[src/hdl/ccbc_defs.svh]
// constants of the clock and bridge boot configuration register
`ifndef CCBC_DEFS_SVH
`define CCBC_DEFS_SVH
`define CCBC_OFFSET_CFG 12'h02c
`define CCBC_WRITE_MASK 32'h1fff_fe00
`define CCBC_CFG_RESET 32'h0010_c400
`define CCBC_WIDTH_RESET 2'h2
`define CCBC_BIT_SLV_INCR 28
`define CCBC_BIT_M2_INCR 27
`define CCBC_BIT_M1_INCR 26
`define CCBC_BIT_PASST 25
`define CCBC_BIT_SLV_ASYNC 24
`define CCBC_BIT_M2_ASYNC 23
`define CCBC_BIT_M1_ASYNC 22
`define CCBC_FLD_SMC_HI 21
`define CCBC_FLD_SMC_LO 20
`define CCBC_FLD_GFX_HI 19
`define CCBC_FLD_GFX_LO 18
`define CCBC_FLD_FB_HI 17
`define CCBC_FLD_FB_LO 15
`define CCBC_FLD_BUS_HI 14
`define CCBC_FLD_BUS_LO 13
`define CCBC_BIT_SHORTFB 12
`define CCBC_BIT_BYPASS 11
`define CCBC_BIT_USEPLL 10
`define CCBC_BIT_CSPOL 9
`define CCBC_FLD_WIDTH_HI 8
`define CCBC_FLD_WIDTH_LO 7
`define CCBC_RATIO_SMC_RESET 4'h2
`define CCBC_RATIO_GFX_RESET 4'h1
`define CCBC_RATIO_FB_RESET 4'h2
`define CCBC_RATIO_BUS_RESET 4'h3
`endif

[src/hdl/ccbc_pkg.sv]
// types of the clock and bridge boot configuration register
package ccbc_pkg;
	typedef logic [31:0] ccbc_word_t;
	typedef logic [11:0] ccbc_addr_t;
	typedef logic [3:0] ccbc_ratio_t;
	// boot memory data width encoding
	typedef enum logic [1:0] {
		CCBC_W8 = 2'h0,
		CCBC_W16 = 2'h1,
		CCBC_W32 = 2'h2,
		CCBC_WRSV = 2'h3
	} ccbc_width_e;
endpackage

[src/hdl/ccbc_config_reg.sv]
// apb slave holding the clock, bridge and boot configuration register
//
// Chosen here: the register addresses and the APB register port.
`include "ccbc_defs.svh"
`timescale 1ns/10ps
`default_nettype none
module ccbc_config_reg #(
	parameter logic [1:0] BOOT_WIDTH_CS0 = 2'h2,
	parameter logic [1:0] BOOT_WIDTH_CS1 = 2'h2,
	parameter logic [1:0] BOOT_WIDTH_CS2 = 2'h2,
	parameter logic [1:0] BOOT_WIDTH_CS3 = 2'h2
) (
	input wire logic CLK_SYS,
	input wire logic NRST,
	input wire logic PSEL,
	input wire logic PENABLE,
	input wire logic PWRITE,
	input wire ccbc_pkg::ccbc_addr_t PADDR,
	input wire ccbc_pkg::ccbc_word_t PWDATA,
	input wire logic [3:0] PSTRB,
	output ccbc_pkg::ccbc_word_t PRDATA,
	output logic PREADY,
	output logic PSLVERR,
	input wire logic FORCE_ASYNC_SW,
	input wire logic [1:0] BOOT_CS_SELECTOR,
	output logic SLAVE_BRIDGE_BURST_OVERRIDE,
	output logic MASTER2_BRIDGE_BURST_OVERRIDE,
	output logic MASTER1_BRIDGE_BURST_OVERRIDE,
	output logic BRIDGE_PASSTHROUGH_EN,
	output logic SLAVE_BRIDGE_ASYNC,
	output logic MASTER2_BRIDGE_ASYNC,
	output logic MASTER1_BRIDGE_ASYNC,
	output ccbc_pkg::ccbc_ratio_t STATIC_MEM_CLK_RATIO,
	output ccbc_pkg::ccbc_ratio_t GRAPHICS_CLK_RATIO,
	output ccbc_pkg::ccbc_ratio_t FEEDBACK_CLK_RATIO,
	output ccbc_pkg::ccbc_ratio_t BUS_CLK_RATIO,
	output logic PLL_SHORT_FEEDBACK,
	output logic PLL_BYPASS,
	output logic PLL_CLOCK_SELECT,
	output logic BOOT_CS_POLARITY,
	output ccbc_pkg::ccbc_width_e BOOT_MEM_WIDTH
);
	import ccbc_pkg::*;

	// a divide field value n means divide by n plus one
	function automatic ccbc_ratio_t div_ratio(input logic [2:0] sel);
		div_ratio = {1'b0, sel} + 4'h1;
	endfunction

	// boot width of the memory behind a selector value
	function automatic ccbc_width_e width_of(input logic [1:0] sel);
		unique case (sel)
			2'h0: width_of = ccbc_width_e'(BOOT_WIDTH_CS0);
			2'h1: width_of = ccbc_width_e'(BOOT_WIDTH_CS1);
			2'h2: width_of = ccbc_width_e'(BOOT_WIDTH_CS2);
			2'h3: width_of = ccbc_width_e'(BOOT_WIDTH_CS3);
		endcase
	endfunction

	ccbc_word_t cfg_reg;
	ccbc_word_t cfg_next;
	ccbc_word_t prdata_reg;
	ccbc_word_t prdata_next;
	ccbc_word_t strb_mask;
	ccbc_word_t wr_mask;
	ccbc_word_t read_word;
	ccbc_width_e width_reg;
	ccbc_width_e width_next;
	logic pready_reg;
	logic pready_next;
	logic pslverr_reg;
	logic pslverr_next;
	logic hit;
	logic setup;
	logic wr_commit;
	logic [6:0] bridge_reg;
	logic [6:0] bridge_next;
	ccbc_ratio_t smc_ratio_reg;
	ccbc_ratio_t gfx_ratio_reg;
	ccbc_ratio_t fb_ratio_reg;
	ccbc_ratio_t bus_ratio_reg;
	logic [3:0] pll_reg;
	logic [3:0] pll_next;

	// address decode: one register, every other offset answers with an error
	assign hit = (PADDR == `CCBC_OFFSET_CFG);
	assign setup = PSEL && !PENABLE;
	assign wr_commit = PSEL && PENABLE && PREADY && PWRITE && hit;

	// byte strobes narrow the write; read-only and reserved lanes never open
	assign strb_mask = {{8{PSTRB[3]}}, {8{PSTRB[2]}}, {8{PSTRB[1]}}, {8{PSTRB[0]}}};
	assign wr_mask = strb_mask & `CCBC_WRITE_MASK;
	assign cfg_next = wr_commit ? ((cfg_reg & ~wr_mask) | (PWDATA & wr_mask)) : cfg_reg;

	// read word: bits 31:29 and 6:0 zero, width field from the registered boot width
	assign read_word = (cfg_reg & `CCBC_WRITE_MASK)
		| ({30'h0000_0000, width_reg} << `CCBC_FLD_WIDTH_LO);

	// answer is prepared in the setup cycle so that every bus output is a flop
	assign pready_next = setup;
	assign pslverr_next = setup && !hit;
	assign prdata_next = (setup && !PWRITE && hit) ? read_word : 32'h0000_0000;

	// boot width follows the two selector switches through the width table
	assign width_next = width_of(BOOT_CS_SELECTOR);

	// bridge controls; the board switch overrides all three async bits
	assign bridge_next = {
		cfg_reg[`CCBC_BIT_SLV_INCR],
		cfg_reg[`CCBC_BIT_M2_INCR],
		cfg_reg[`CCBC_BIT_M1_INCR],
		cfg_reg[`CCBC_BIT_PASST],
		cfg_reg[`CCBC_BIT_SLV_ASYNC] | FORCE_ASYNC_SW,
		cfg_reg[`CCBC_BIT_M2_ASYNC] | FORCE_ASYNC_SW,
		cfg_reg[`CCBC_BIT_M1_ASYNC] | FORCE_ASYNC_SW
	};

	// pll controls
	assign pll_next = {
		cfg_reg[`CCBC_BIT_SHORTFB],
		cfg_reg[`CCBC_BIT_BYPASS],
		cfg_reg[`CCBC_BIT_USEPLL],
		cfg_reg[`CCBC_BIT_CSPOL]
	};

	// the register itself, defaults loaded at reset
	always_ff @(posedge CLK_SYS or negedge NRST) begin
		if (!NRST) begin
			cfg_reg <= `CCBC_CFG_RESET;
			width_reg <= ccbc_width_e'(`CCBC_WIDTH_RESET);
		end else begin
			cfg_reg <= cfg_next;
			width_reg <= width_next;
		end
	end

	// bus answer flops
	always_ff @(posedge CLK_SYS or negedge NRST) begin
		if (!NRST) begin
			pready_reg <= 1'b0;
			pslverr_reg <= 1'b0;
			prdata_reg <= 32'h0000_0000;
		end else begin
			pready_reg <= pready_next;
			pslverr_reg <= pslverr_next;
			prdata_reg <= prdata_next;
		end
	end

	// control output flops; they lag the register by one edge, a trade for clean outputs
	always_ff @(posedge CLK_SYS or negedge NRST) begin
		if (!NRST) begin
			bridge_reg <= 7'h00;
			pll_reg <= 4'h2;
			smc_ratio_reg <= `CCBC_RATIO_SMC_RESET;
			gfx_ratio_reg <= `CCBC_RATIO_GFX_RESET;
			fb_ratio_reg <= `CCBC_RATIO_FB_RESET;
			bus_ratio_reg <= `CCBC_RATIO_BUS_RESET;
		end else begin
			bridge_reg <= bridge_next;
			pll_reg <= pll_next;
			smc_ratio_reg <= div_ratio({1'b0, cfg_reg[`CCBC_FLD_SMC_HI:`CCBC_FLD_SMC_LO]});
			gfx_ratio_reg <= div_ratio({1'b0, cfg_reg[`CCBC_FLD_GFX_HI:`CCBC_FLD_GFX_LO]});
			fb_ratio_reg <= div_ratio(cfg_reg[`CCBC_FLD_FB_HI:`CCBC_FLD_FB_LO]);
			bus_ratio_reg <= div_ratio({1'b0, cfg_reg[`CCBC_FLD_BUS_HI:`CCBC_FLD_BUS_LO]});
		end
	end

	// output wiring, all straight from flops
	assign PREADY = pready_reg;
	assign PSLVERR = pslverr_reg;
	assign PRDATA = prdata_reg;
	assign SLAVE_BRIDGE_BURST_OVERRIDE = bridge_reg[6];
	assign MASTER2_BRIDGE_BURST_OVERRIDE = bridge_reg[5];
	assign MASTER1_BRIDGE_BURST_OVERRIDE = bridge_reg[4];
	assign BRIDGE_PASSTHROUGH_EN = bridge_reg[3];
	assign SLAVE_BRIDGE_ASYNC = bridge_reg[2];
	assign MASTER2_BRIDGE_ASYNC = bridge_reg[1];
	assign MASTER1_BRIDGE_ASYNC = bridge_reg[0];
	assign PLL_SHORT_FEEDBACK = pll_reg[3];
	assign PLL_BYPASS = pll_reg[2];
	assign PLL_CLOCK_SELECT = pll_reg[1];
	assign BOOT_CS_POLARITY = pll_reg[0];
	assign STATIC_MEM_CLK_RATIO = smc_ratio_reg;
	assign GRAPHICS_CLK_RATIO = gfx_ratio_reg;
	assign FEEDBACK_CLK_RATIO = fb_ratio_reg;
	assign BUS_CLK_RATIO = bus_ratio_reg;
	assign BOOT_MEM_WIDTH = width_reg;
endmodule
`default_nettype wire

[config.mk]
export PLATFORM = sky130hd
export DESIGN_NAME = ccbc_config_reg
export DESIGN_NICKNAME = d
export VERILOG_FILES = /design/src/hdl/ccbc_pkg.sv /design/src/hdl/ccbc_config_reg.sv
export VERILOG_INCLUDE_DIRS = /design/src /design/src/hdl
export SDC_FILE = /design/constraint.sdc
export NUM_CORES = 1
export LEC_CHECK = 0
export BUFFER_PORTS_ARGS = -buffer_cell sky130_fd_sc_hd__buf_2
export CAP_MARGIN = 40
export CORE_AREA = 2 2 93 95
export CTS_BUF_LIST = sky130_fd_sc_hd__clkbuf_4 sky130_fd_sc_hd__clkbuf_8 sky130_fd_sc_hd__clkbuf_16
export DETAILED_ROUTE_END_ITERATION = 7
export DIE_AREA = 0 0 95 97
export SLEW_MARGIN = 10
export SYNTH_ARGS = -nofsm -noshare
export SYNTH_HDL_FRONTEND = slang
export SYNTH_SLANG_ARGS = --single-unit
[constraint.sdc]
create_clock -name CLK_SYS -period 2 [get_ports CLK_SYS]
set_input_delay 0.2 -clock CLK_SYS [delete_from_list [all_inputs] [get_ports CLK_SYS]]
set_output_delay 0.2 -clock CLK_SYS [all_outputs]
set_load 0.1 [all_outputs]
==> results_dict.tcl, run 1 <==
set metrics [dict create \
    status "finished clean" \
    initial_utilization_pct 29.5 \
    cts.sinks 67 \
    globalplace.congestion 0.707 \
    max_cap_violations 0 \
    antenna_found_initial 0 \
    clock_skew_ns 0.00626 \
    power_mw 2.82 \
    diodes 0 \
    dp_hpwl_mm 3.20 \
    io_pins 119 \
    first_global_vias 1481 \
    grt_use_total_pct 10.3 \
    cts_tree "built" \
    design.core.area_sq_um 8130 \
    grt_max_degree 45 \
    crit_type "primary input to flop" \
    critical_path.endpoint_type "flop" \
    hold_path.class "primary input to flop" \
    slew_headroom_pct 61.7 \
    p_per_area_nw_per_um2 895 \
    timing.reg2reg.setup_slack_ns 0.53 \
    drc 0 \
    worstMarginPinSlew_ns 0.575 \
    critPathArrivalTime_ns 1.85 \
    rows 33 \
    fp.dieArea_sq_um 9220 \
    synth_top_area_cell "dfrtp_1" \
    reg2reg_depth 4 \
    cts_buffers 9 \
    die_h_microns 97 \
    port_buffers 87 \
    timing.final.crit_share_pct 81.5 \
    synth.cell_area_sq_um 2400 \
    cts_htree_levels 3 \
    fp.dieW_microns 95 \
    slew_viol_final 0 \
    synth_seq_area_share_pct 70.4 \
    clkPwrFrac_pct 42.6 \
    switching_power_mw 0.722 \
    reg2reg_from "PREADY$_DFF_PN0_" \
    netSwitchingFraction_pct 25.6 \
    comb_power_share_pct 9.1 \
    ctsRootBufferMaster "clkbuf_8" \
    synth_warnings 0 \
    first_pass_iters 3 \
    ys_ff_latch 67 \
    synth.top_cell.area_share_pct 59.4 \
    ir_worst_vdd_mv 0.373 \
    critPathLaunchType "primary input" \
    ant_nets 0 \
    cts.clk_slew.worst_paths_ns 0.07 \
    place_area_sq_um 2930 \
    leakage_nw 1.76 \
    hold_viol_final 0 \
    required_ns 2.22 \
    yosysUniqueCellTypes 22 \
    area_growth_pct 31.3 \
    rsz0062_at_grt "false" \
    finalNetCount 312 \
    yosys-top-cells-area "dfrtp_1 (59%), dfstp_2 (11%), mux2_2 (9.4%)" \
    cts_buffer_depth 2 \
    seq_power_share_pct 48.3 \
    grt-ovfl-total 0 \
    avgSynthCellArea_sq_um 15.6 \
    cp-startpoint "PADDR[6]" \
    drive_above_1_share_pct 56.8 \
    wl_per_cell_microns 12.0 \
    synthTopCellsByCount "dfrtp_1 (57), and2_1 (20), mux2_2 (20)" \
    finalInstanceArea_sq_um 3150 \
    syn_inst 154 \
    utilization_pct 38.7 \
    postSynth.asyncResetShare_pct 100 \
    worstSkewPairLatency_ns 0.33 \
    grt_pass1_wl_mm 7.02 \
    path_max_fanout 5 \
    drt-initial-drc-count 21 \
    synth_edf_count 0 \
    synthFlopType "dfrtp_1" \
    max_freq_ghz 0.614 \
    cts_resized 0 \
    intPower_mw 2.10 \
    vias_per_cell 3.91 \
    routed_wl_mm 4.33 \
    fin_crit_ns 1.63 \
    worstHoldPathCells 2 \
    yosysMostFrequentCell "dfrtp_1" \
    vias 1416 \
    setup_viol 0 \
]
-- metrics by stage --
step / hold WS, ns / cells / worst slack, ns / TNS [ns]
after floorplan: -0.0956 / 168 / 0.00394 / 0
after global placement: 0.215 / 345 / 0.0209 / 0
after detailed placement: 0.226 / 345 / -0.0453 / -0.359
after CTS: 0.0633 / 362 / 0.338 / 0
after global routing: 0.0704 / 362 / 0.261 / 0
final: 0.0906 / 362 / 0.371 / 0
-- cell usage in the layout (no fill, tap or decap) --
cell,n
and2_1,20
and3_1,1
buf_12,1
buf_2,87
buf_4,2
bufinv_16,2
clkbuf_8,9
clkinv_2,2
clkinvlp_4,3
conb_1,16
dfrtp_1,57
dfstp_2,10
dlygate4sd3_1,1
ha_1,4
inv_1,5
mux2_2,20
nand2_1,1
nand2_2,2
nand2b_1,1
nand4_1,1
nand4bb_1,1
nor2_1,2
nor4_4,2
or2_2,4
or4_4,1
or4b_4,1
xor2_1,1
-- repair_timing --
| item | CTS | global route |
|---|---|---|
| setup buffers | 0 | 0 |
| hold buffers | 1 | 0 |
| endpoints found under the hold margin | 16 | 0 |
-- layer usage --
layer	GRT usage (%)	share of wire [%]	routed length (microns)
met1	12.1	41	1770
met2	15.8	48	2080
met3	3.19	8.5	366
met4	7.36	2.4	106
met5	0	0	0
-- power groups by stage --
| stage | Combinational (mW) | Clock (mW) | Sequential (mW) |
|---|---|---|---|
| 2_1_floorplan | 0.165 | 0 | 1.43 |
| 3_3_place_gp | 0.257 | 0 | 1.39 |
| 3_5_place_dp | 0.258 | 0 | 1.39 |
| 4_1_cts | 0.260 | 1.24 | 1.36 |
| 5_1_grt | 0.272 | 1.30 | 1.36 |
| 6_report | 0.257 | 1.20 | 1.36 |
-- worst min-delay path by stage --
stage	endpoint	start	slack, ns
global route	flop	PWDATA[9]	0.07
floorplan	BUS_CLK_RATIO[2]$_DFF_PN0_	NRST	-0.1
detailed placement	PRDATA[15]$_DFF_PN0_	NRST	0.23
CTS	flop	PWDATA[19]	0.06
global placement	FEEDBACK_CLK_RATIO[3]$_DFF_PN0_	NRST	0.21
finish	flop	PWDATA[19]	0.09
-- cells by family (layout without fill, tap and decap cells) --
| logic type | Yosys count | in the layout | synth area share [%] |
|---|---|---|---|
| xor+xnor | 1 | 1 | 0.365 |
| flops | 67 | 67 | 70.4 |
| simple gates | 37 | 37 | 11.3 |
| buf+inv | 23 | 112 | 6.15 |
| other cells | 2 | 16 | 0.313 |
| fa+ha+maj | 4 | 4 | 2.09 |
| mux | 20 | 20 | 9.38 |
-- worst max-delay path, stage by stage --
cell	delay, ns
buf_2	0.10
or4_4	0.57
nor4_4	0.41
nand2_1	0.25
mux2_2	0.32
-- area by class of cell --
cell class	count	area (sq um)
Multi-Input combinational cell	78	616
Clock buffer	9	124
Fill cell	776	4980
Sequential cell	67	1690
Inverter	5	18.8
Clock inverter	7	92.6
Timing Repair Buffer	91	480
Tap cell	105	131
Power figures use the tool's default switching activity.
==> run 2, diff against run 1 <==
- ABC_AREA: unset -> 1
- CORE_AREA: 2 2 93 95 -> 2 2 97 99
- DIE_AREA: 0 0 95 97 -> 0 0 99 101
- clock period: 2 -> 1.4 ns (I/O delays scaled with it)
==> run 2 against run 1 <==
  * Final area rose by 8.1%
  * Sequential power rose by 43%
  * Critical path depth fell by 4
  * Setup slack got worse by 0.27 ns
  * Via count rose by 33%
  * Non-clock buffer count rose by 8
  * Count of clock-buffer cells in the layout rose by 5
  * First-iteration DRC count rose to 2.7 times the previous value
  * Register-to-register slack got worse by 0.33 ns
  * Sequential share of layout area fell by 3.9 points
  * Worst hold slack got worse by 0.066 ns
  * Critical path type is now flop to primary output
  * Highest routed layer unchanged
==> results_dict.tcl, run 2 <==
set metrics [dict create \
    cts_buffers 9 \
    utilization_pct 38.0 \
    synthFlopType "dfrtp_1" \
    worstHoldPathCells 3 \
    design.core.area_sq_um 8980 \
    wl_met3_microns 442 \
    timing.reg2reg.setup_slack_ns 0.20 \
    timing.final.crit_share_pct 92.6 \
    yosysUniqueCellTypes 18 \
    diodes 0 \
    cts.sinks 67 \
    slowest_delay_ns 0.42 \
    grt_use_total_pct 11.8 \
    layout_commonest_cell "buf_2" \
    initial_utilization_pct 29.0 \
    route.met2.wl_mm 2.69 \
    vias_per_cell 4.10 \
    vias 1888 \
    rows 35 \
    synth_edf_count 0 \
    critPathLaunchType "flop" \
    synthTopCellsByCount "dfrtp_1 (57), nand2_1 (54), inv_1 (35)" \
    required_ns 1.26 \
    finalNetCount 405 \
    wl_per_cell_microns 11.9 \
    setup_viol 0 \
    synth.cell_area_sq_um 2600 \
    fp.dieW_microns 99 \
    cpMaxStageDelayCell "buf_2" \
    dp_hpwl_mm 3.96 \
    drc 0 \
    grt_pass1_wl_mm 8.85 \
    power_mw 3.81 \
    synth_top_area_cell "dfrtp_1" \
    reg2reg_depth 5 \
    top_layer_used "met4" \
    ctsRootBufferMaster "clkbuf_8" \
    grt-ovfl-total 0 \
    crit_type "flop to primary output" \
    ir_worst_vdd_mv 0.420 \
    path_buf_inv 1 \
    clock_skew_ns 0.00349 \
    layout_common_cells "buf_2 (81), dfrtp_1 (56), nand2_1 (54)" \
    p_per_area_nw_per_um2 1120 \
    grt_max_degree 68 \
    cts_setup_buffers 0 \
    drt-met1-wl_mm 2.29 \
    tns_ns 0 \
    status "finished clean" \
    max_cap_violations 0 \
    path_cells "buf_2" \
    path_max_fanout 2 \
    yosys-top-cells-area "dfrtp_1 (55%), dfstp_2 (10%), nand2_1 (7.8%)" \
    first_pass_iters 4 \
    rsz0062_at_grt "false" \
    slew_viol_final 0 \
    avgSynthCellArea_sq_um 10.6 \
    hold_path.class "primary input to flop" \
    critical_path.endpoint_type "primary output" \
    fp.dieArea_sq_um 10000 \
    worstSkewPairLatency_ns 0.32 \
    drt-initial-drc-count 57 \
    area_growth_pct 31.0 \
    timing.hold.ws_ns 0.0246 \
    antenna_found_initial 0 \
    reg2reg_from "PREADY$_DFF_PN0_" \
    cts.clk_slew.worst_paths_ns 0.07 \
    hold-path-endpoint "bridge_reg[1]$_DFF_PN0_" \
    postSynth.asyncResetShare_pct 100 \
    globalplace.congestion 0.702 \
    die_h_microns 101 \
    routed_wl_mm 5.50 \
    fin_crit_ns 1.30 \
    synth_seq_area_share_pct 64.9 \
    leakage_nw 1.88 \
    critical_path.top_delay_family "buffers and inverters" \
    cts_htree_levels 3 \
    syn_inst 245 \
    ys_ff_latch 67 \
    port_buffers 87 \
    synth_warnings 0 \
    yosysMostFrequentCell "dfrtp_1" \
    ant_nets 0 \
    cts_buffer_depth 2 \
    fillers 896 \
    hold_viol_final 0 \
    cts_tree "built" \
    first_global_vias 1850 \
    synth.top_cell.area_share_pct 54.8 \
    min-delay-start "FORCE_ASYNC_SW" \
    io_pins 119 \
    critPathArrivalTime_ns 1.16 \
    max_freq_ghz 0.771 \
    drive_above_1_share_pct 42.3 \
]
## run 2: changes by cell type in the layout (fill, tap and decap cells not counted), moves of 4 or more
cell	previous run	this run
and2_1	20	0
buf_2	87	81
buf_4	2	12
inv_1	5	35
mux2_2	20	0
nand2_1	1	54
nand4_1	1	23
nor2_1	2	10
nor2_2	0	20
or2_2	4	0
## run 2: layout make-up
class                      instances  area [sq um]  share of cell area (%)
inverter                          36           135                    3.96
clock buffer                      14           174                    5.10
multi-input combinational        132           662                    19.4
timing repair buffer              99           596                    17.5
clock inverter                     2          10.0                   0.294
tap                              111           139                    4.07
sequential                        67          1690                    49.7
## run 2: what timing repair did
item,CTS,global route
endpoints found under the setup margin,5,16
hold buffers,2,0
resized for setup,5,1
pin swaps,0,0
hold endpoints to repair,58,0
## run 2: worst max path at each step
| stage | from | end | slack [ns] | cells past startpoint |
|---|---|---|---|---|
| final | PREADY$_DFF_PN0_ | PREADY | 0.10 | 1 |
| after detailed placement | PREADY$_DFF_PN0_ | flop | 0.10 | 5 |
| after CTS | PENABLE | flop | 0.05 | 7 |
| after global placement | PREADY$_DFF_PN0_ | flop | 0.15 | 5 |
| after floorplan | PREADY$_DFF_PN0_ | flop | 0.004 | 5 |
| after global routing | PENABLE | flop | 0.02 | 8 |
## run 2: per-stage QoR
step           std cells  cell area [sq um]  setup slack [ns]
2_1_floorplan        259               2660           0.00374
3_3_place_gp         443               3190             0.150
3_5_place_dp         443               3190             0.101
4_1_cts              461               3400            0.0485
5_1_grt              461               3410            0.0192
6_report             461               3410             0.103
## run 2: kinds of logic (layout without fill, tap and decap cells)
group | Yosys count | after routing | synth area share, %
XOR/XNOR | 1 | 1 | 0.337
adder cells (fa/ha/maj) | 4 | 4 | 1.92
buffers and inverters | 60 | 151 | 12.0
flip-flops | 67 | 67 | 64.9
other | 2 | 16 | 0.289
AND/OR/NAND/NOR | 111 | 111 | 20.6
## run 2: tightest hold or removal path, cell delays in order
cell and delay [ns]:
buf_2 0.08, inv_1 0.05, nand2_1 0.05
## run 2: per-layer routing
metal,global-route usage (%),up-vias
met1,13.5,888
met4,4.64,0
li1,-,920
met3,4.72,6
met2,19.6,74
met5,0,-
## run 2: power breakdown
group,switching (mW),internal (mW),leakage (nW)
sequential,0.00244,1.95,0.879
clock,0.662,0.795,0.101
combinational,0.336,0.0682,0.898
==> run 3, diff against run 2 <==
- CAP_MARGIN: 40 -> unset
- MAX_ROUTING_LAYER: unset -> met4
- TNS_END_PERCENT: unset -> 1
==> run 3 against run 2 <==
  * Combinational power is essentially flat
  * Sequential share of layout area unchanged
  * Count of clock-buffer cells in the layout stayed put
==> results_dict.tcl, run 3 (synthesized netlist as in run 2, its figures left out) <==
set metrics [dict create \
    status "finished clean" \
    setup_viol 0 \
    cts_tree "built" \
    ctsRootBufferMaster "clkbuf_8" \
    fp.dieArea_sq_um 10000 \
    design.core.area_sq_um 8980 \
    rsz0062_at_grt "false" \
    cpMaxStageDelayCell "buf_2" \
    utilization_pct 38.0 \
    critical_path.endpoint_type "primary output" \
    io_pins 119 \
    register_area_sq_um 1690 \
    vias 1888 \
    fin_crit_ns 1.30 \
    fillers 896 \
    cts_buffer_depth 2 \
    worstSkewPairLatency_ns 0.32 \
    cts.sinks 67 \
    hold_viol_final 0 \
    critPathArrivalTime_ns 1.16 \
    tns_ns 0 \
    drc 0 \
    drive_above_1_share_pct 42.3 \
    max_freq_ghz 0.772 \
    grt_max_degree 68 \
    antenna_found_initial 0 \
    slew_viol_final 0 \
    routed_wl_mm 5.49 \
    vias_per_cell 4.10 \
    rows 35 \
    clock_skew_ns 0.00312 \
    fp.dieW_microns 99 \
    wl_per_cell_microns 11.9 \
    p_per_area_nw_per_um2 1120 \
    ant_nets 0 \
    die_h_microns 101 \
    leakage_nw 1.88 \
    multi_input_area_sq_um 662 \
    slowest_delay_ns 0.42 \
    grt_use_total_pct 12.1 \
    first_global_vias 1852 \
    hold_path.class "primary input to flop" \
    cts_setup_buffers 0 \
    layout_common_cells "buf_2 (81), dfrtp_1 (56), nand2_1 (54)" \
    grt_pass1_wl_mm 8.85 \
    path_max_fanout 2 \
    ir_worst_vdd_mv 0.418 \
    initial_utilization_pct 29.0 \
    dp_hpwl_mm 3.96 \
    grt-ovfl-total 0 \
    power_mw 3.81 \
    area_growth_pct 31.0 \
    timing.final.crit_share_pct 92.6 \
    required_ns 1.26 \
    finalNetCount 405 \
    cts_htree_levels 3 \
    max_cap_violations 0 \
    globalplace.congestion 0.709 \
    drt-initial-drc-count 63 \
    critPathLaunchType "flop" \
    port_buffers 87 \
    path_cells "buf_2" \
    path_buf_inv 1 \
    critical_path.top_delay_family "buffers and inverters" \
    cts.clk_slew.worst_paths_ns 0.07 \
    crit_type "flop to primary output" \
    diodes 0 \
    layout_commonest_cell "buf_2" \
    cts_buffers 9 \
    first_pass_iters 4 \
]
run 3: cell counts in the layout (fill, tap and decap cells not counted):
No cell type changed its count.
run 3: worst paths after layout:
path / start / end / slack [ns] / cells past startpoint
worst max-delay path: PREADY$_DFF_PN0_ / PREADY / 0.10 / 1
worst min-delay path: FORCE_ASYNC_SW / bridge_reg[1]$_DFF_PN0_ / 0.03 / 3
worst max register to register: PREADY$_DFF_PN0_ / flop / 0.20 / 5
worst min register to register: flop / pll_reg[1]$_DFF_PN1_ / 0.38 / 0
max in group asynchronous: NRST / async pin / 0.73 / 3
min in group asynchronous: NRST / PRDATA[17]$_DFF_PN0_ / 0.36 / 3
run 3: final cells by class:
class                      instances  share of cell area (%)
inverter                          36                    3.96
clock buffer                      14                    5.10
sequential                        67                    49.7
multi-input combinational        132                    19.4
timing repair buffer              99                    17.5
tap                              111                    4.07
clock inverter                     2                   0.294
run 3: power breakdown:
group          total [mW]  internal (mW)  switching [mW]
registers            1.95           1.95         0.00243
clock network        1.46          0.795           0.661
logic               0.404         0.0682           0.336
run 3: repair_timing:
item                                   in CTS  in global routing
endpoints found under the hold margin      58                  0
resized for setup                           5                  1
hold buffers                                2                  0
setup endpoints to repair                   5                 16
run 3: stage by stage:
| step | hold slack (ns) | instance area, sq um | worst slack, ns | instances |
|---|---|---|---|---|
| finish | 0.0255 | 3410 | 0.104 | 461 |
| global route | 0.0161 | 3410 | 0.0166 | 461 |
| CTS | 0.00726 | 3400 | 0.0485 | 461 |
| detailed placement | 0.187 | 3190 | 0.101 | 443 |
| global placement | 0.182 | 3190 | 0.150 | 443 |
| floorplan | -0.156 | 2660 | 0.00374 | 259 |
run 3: routing by layer:
layer	vias up	part of all wire, %	track usage, %
li1	919	-	-
met1	891	42	13.7
met2	73	49	19.6
met3	5	7.8	4.23
met4	0	1.1	4.64
met5	-	0	-
run 3: worst reg2reg max path: stages, from the launching register on:
cell	delay [ns]
dfrtp_4	0.41
nand2_1	0.08
nor2_4	0.16
nand4_1	0.25
nand2_1	0.13
nand2_1	0.06
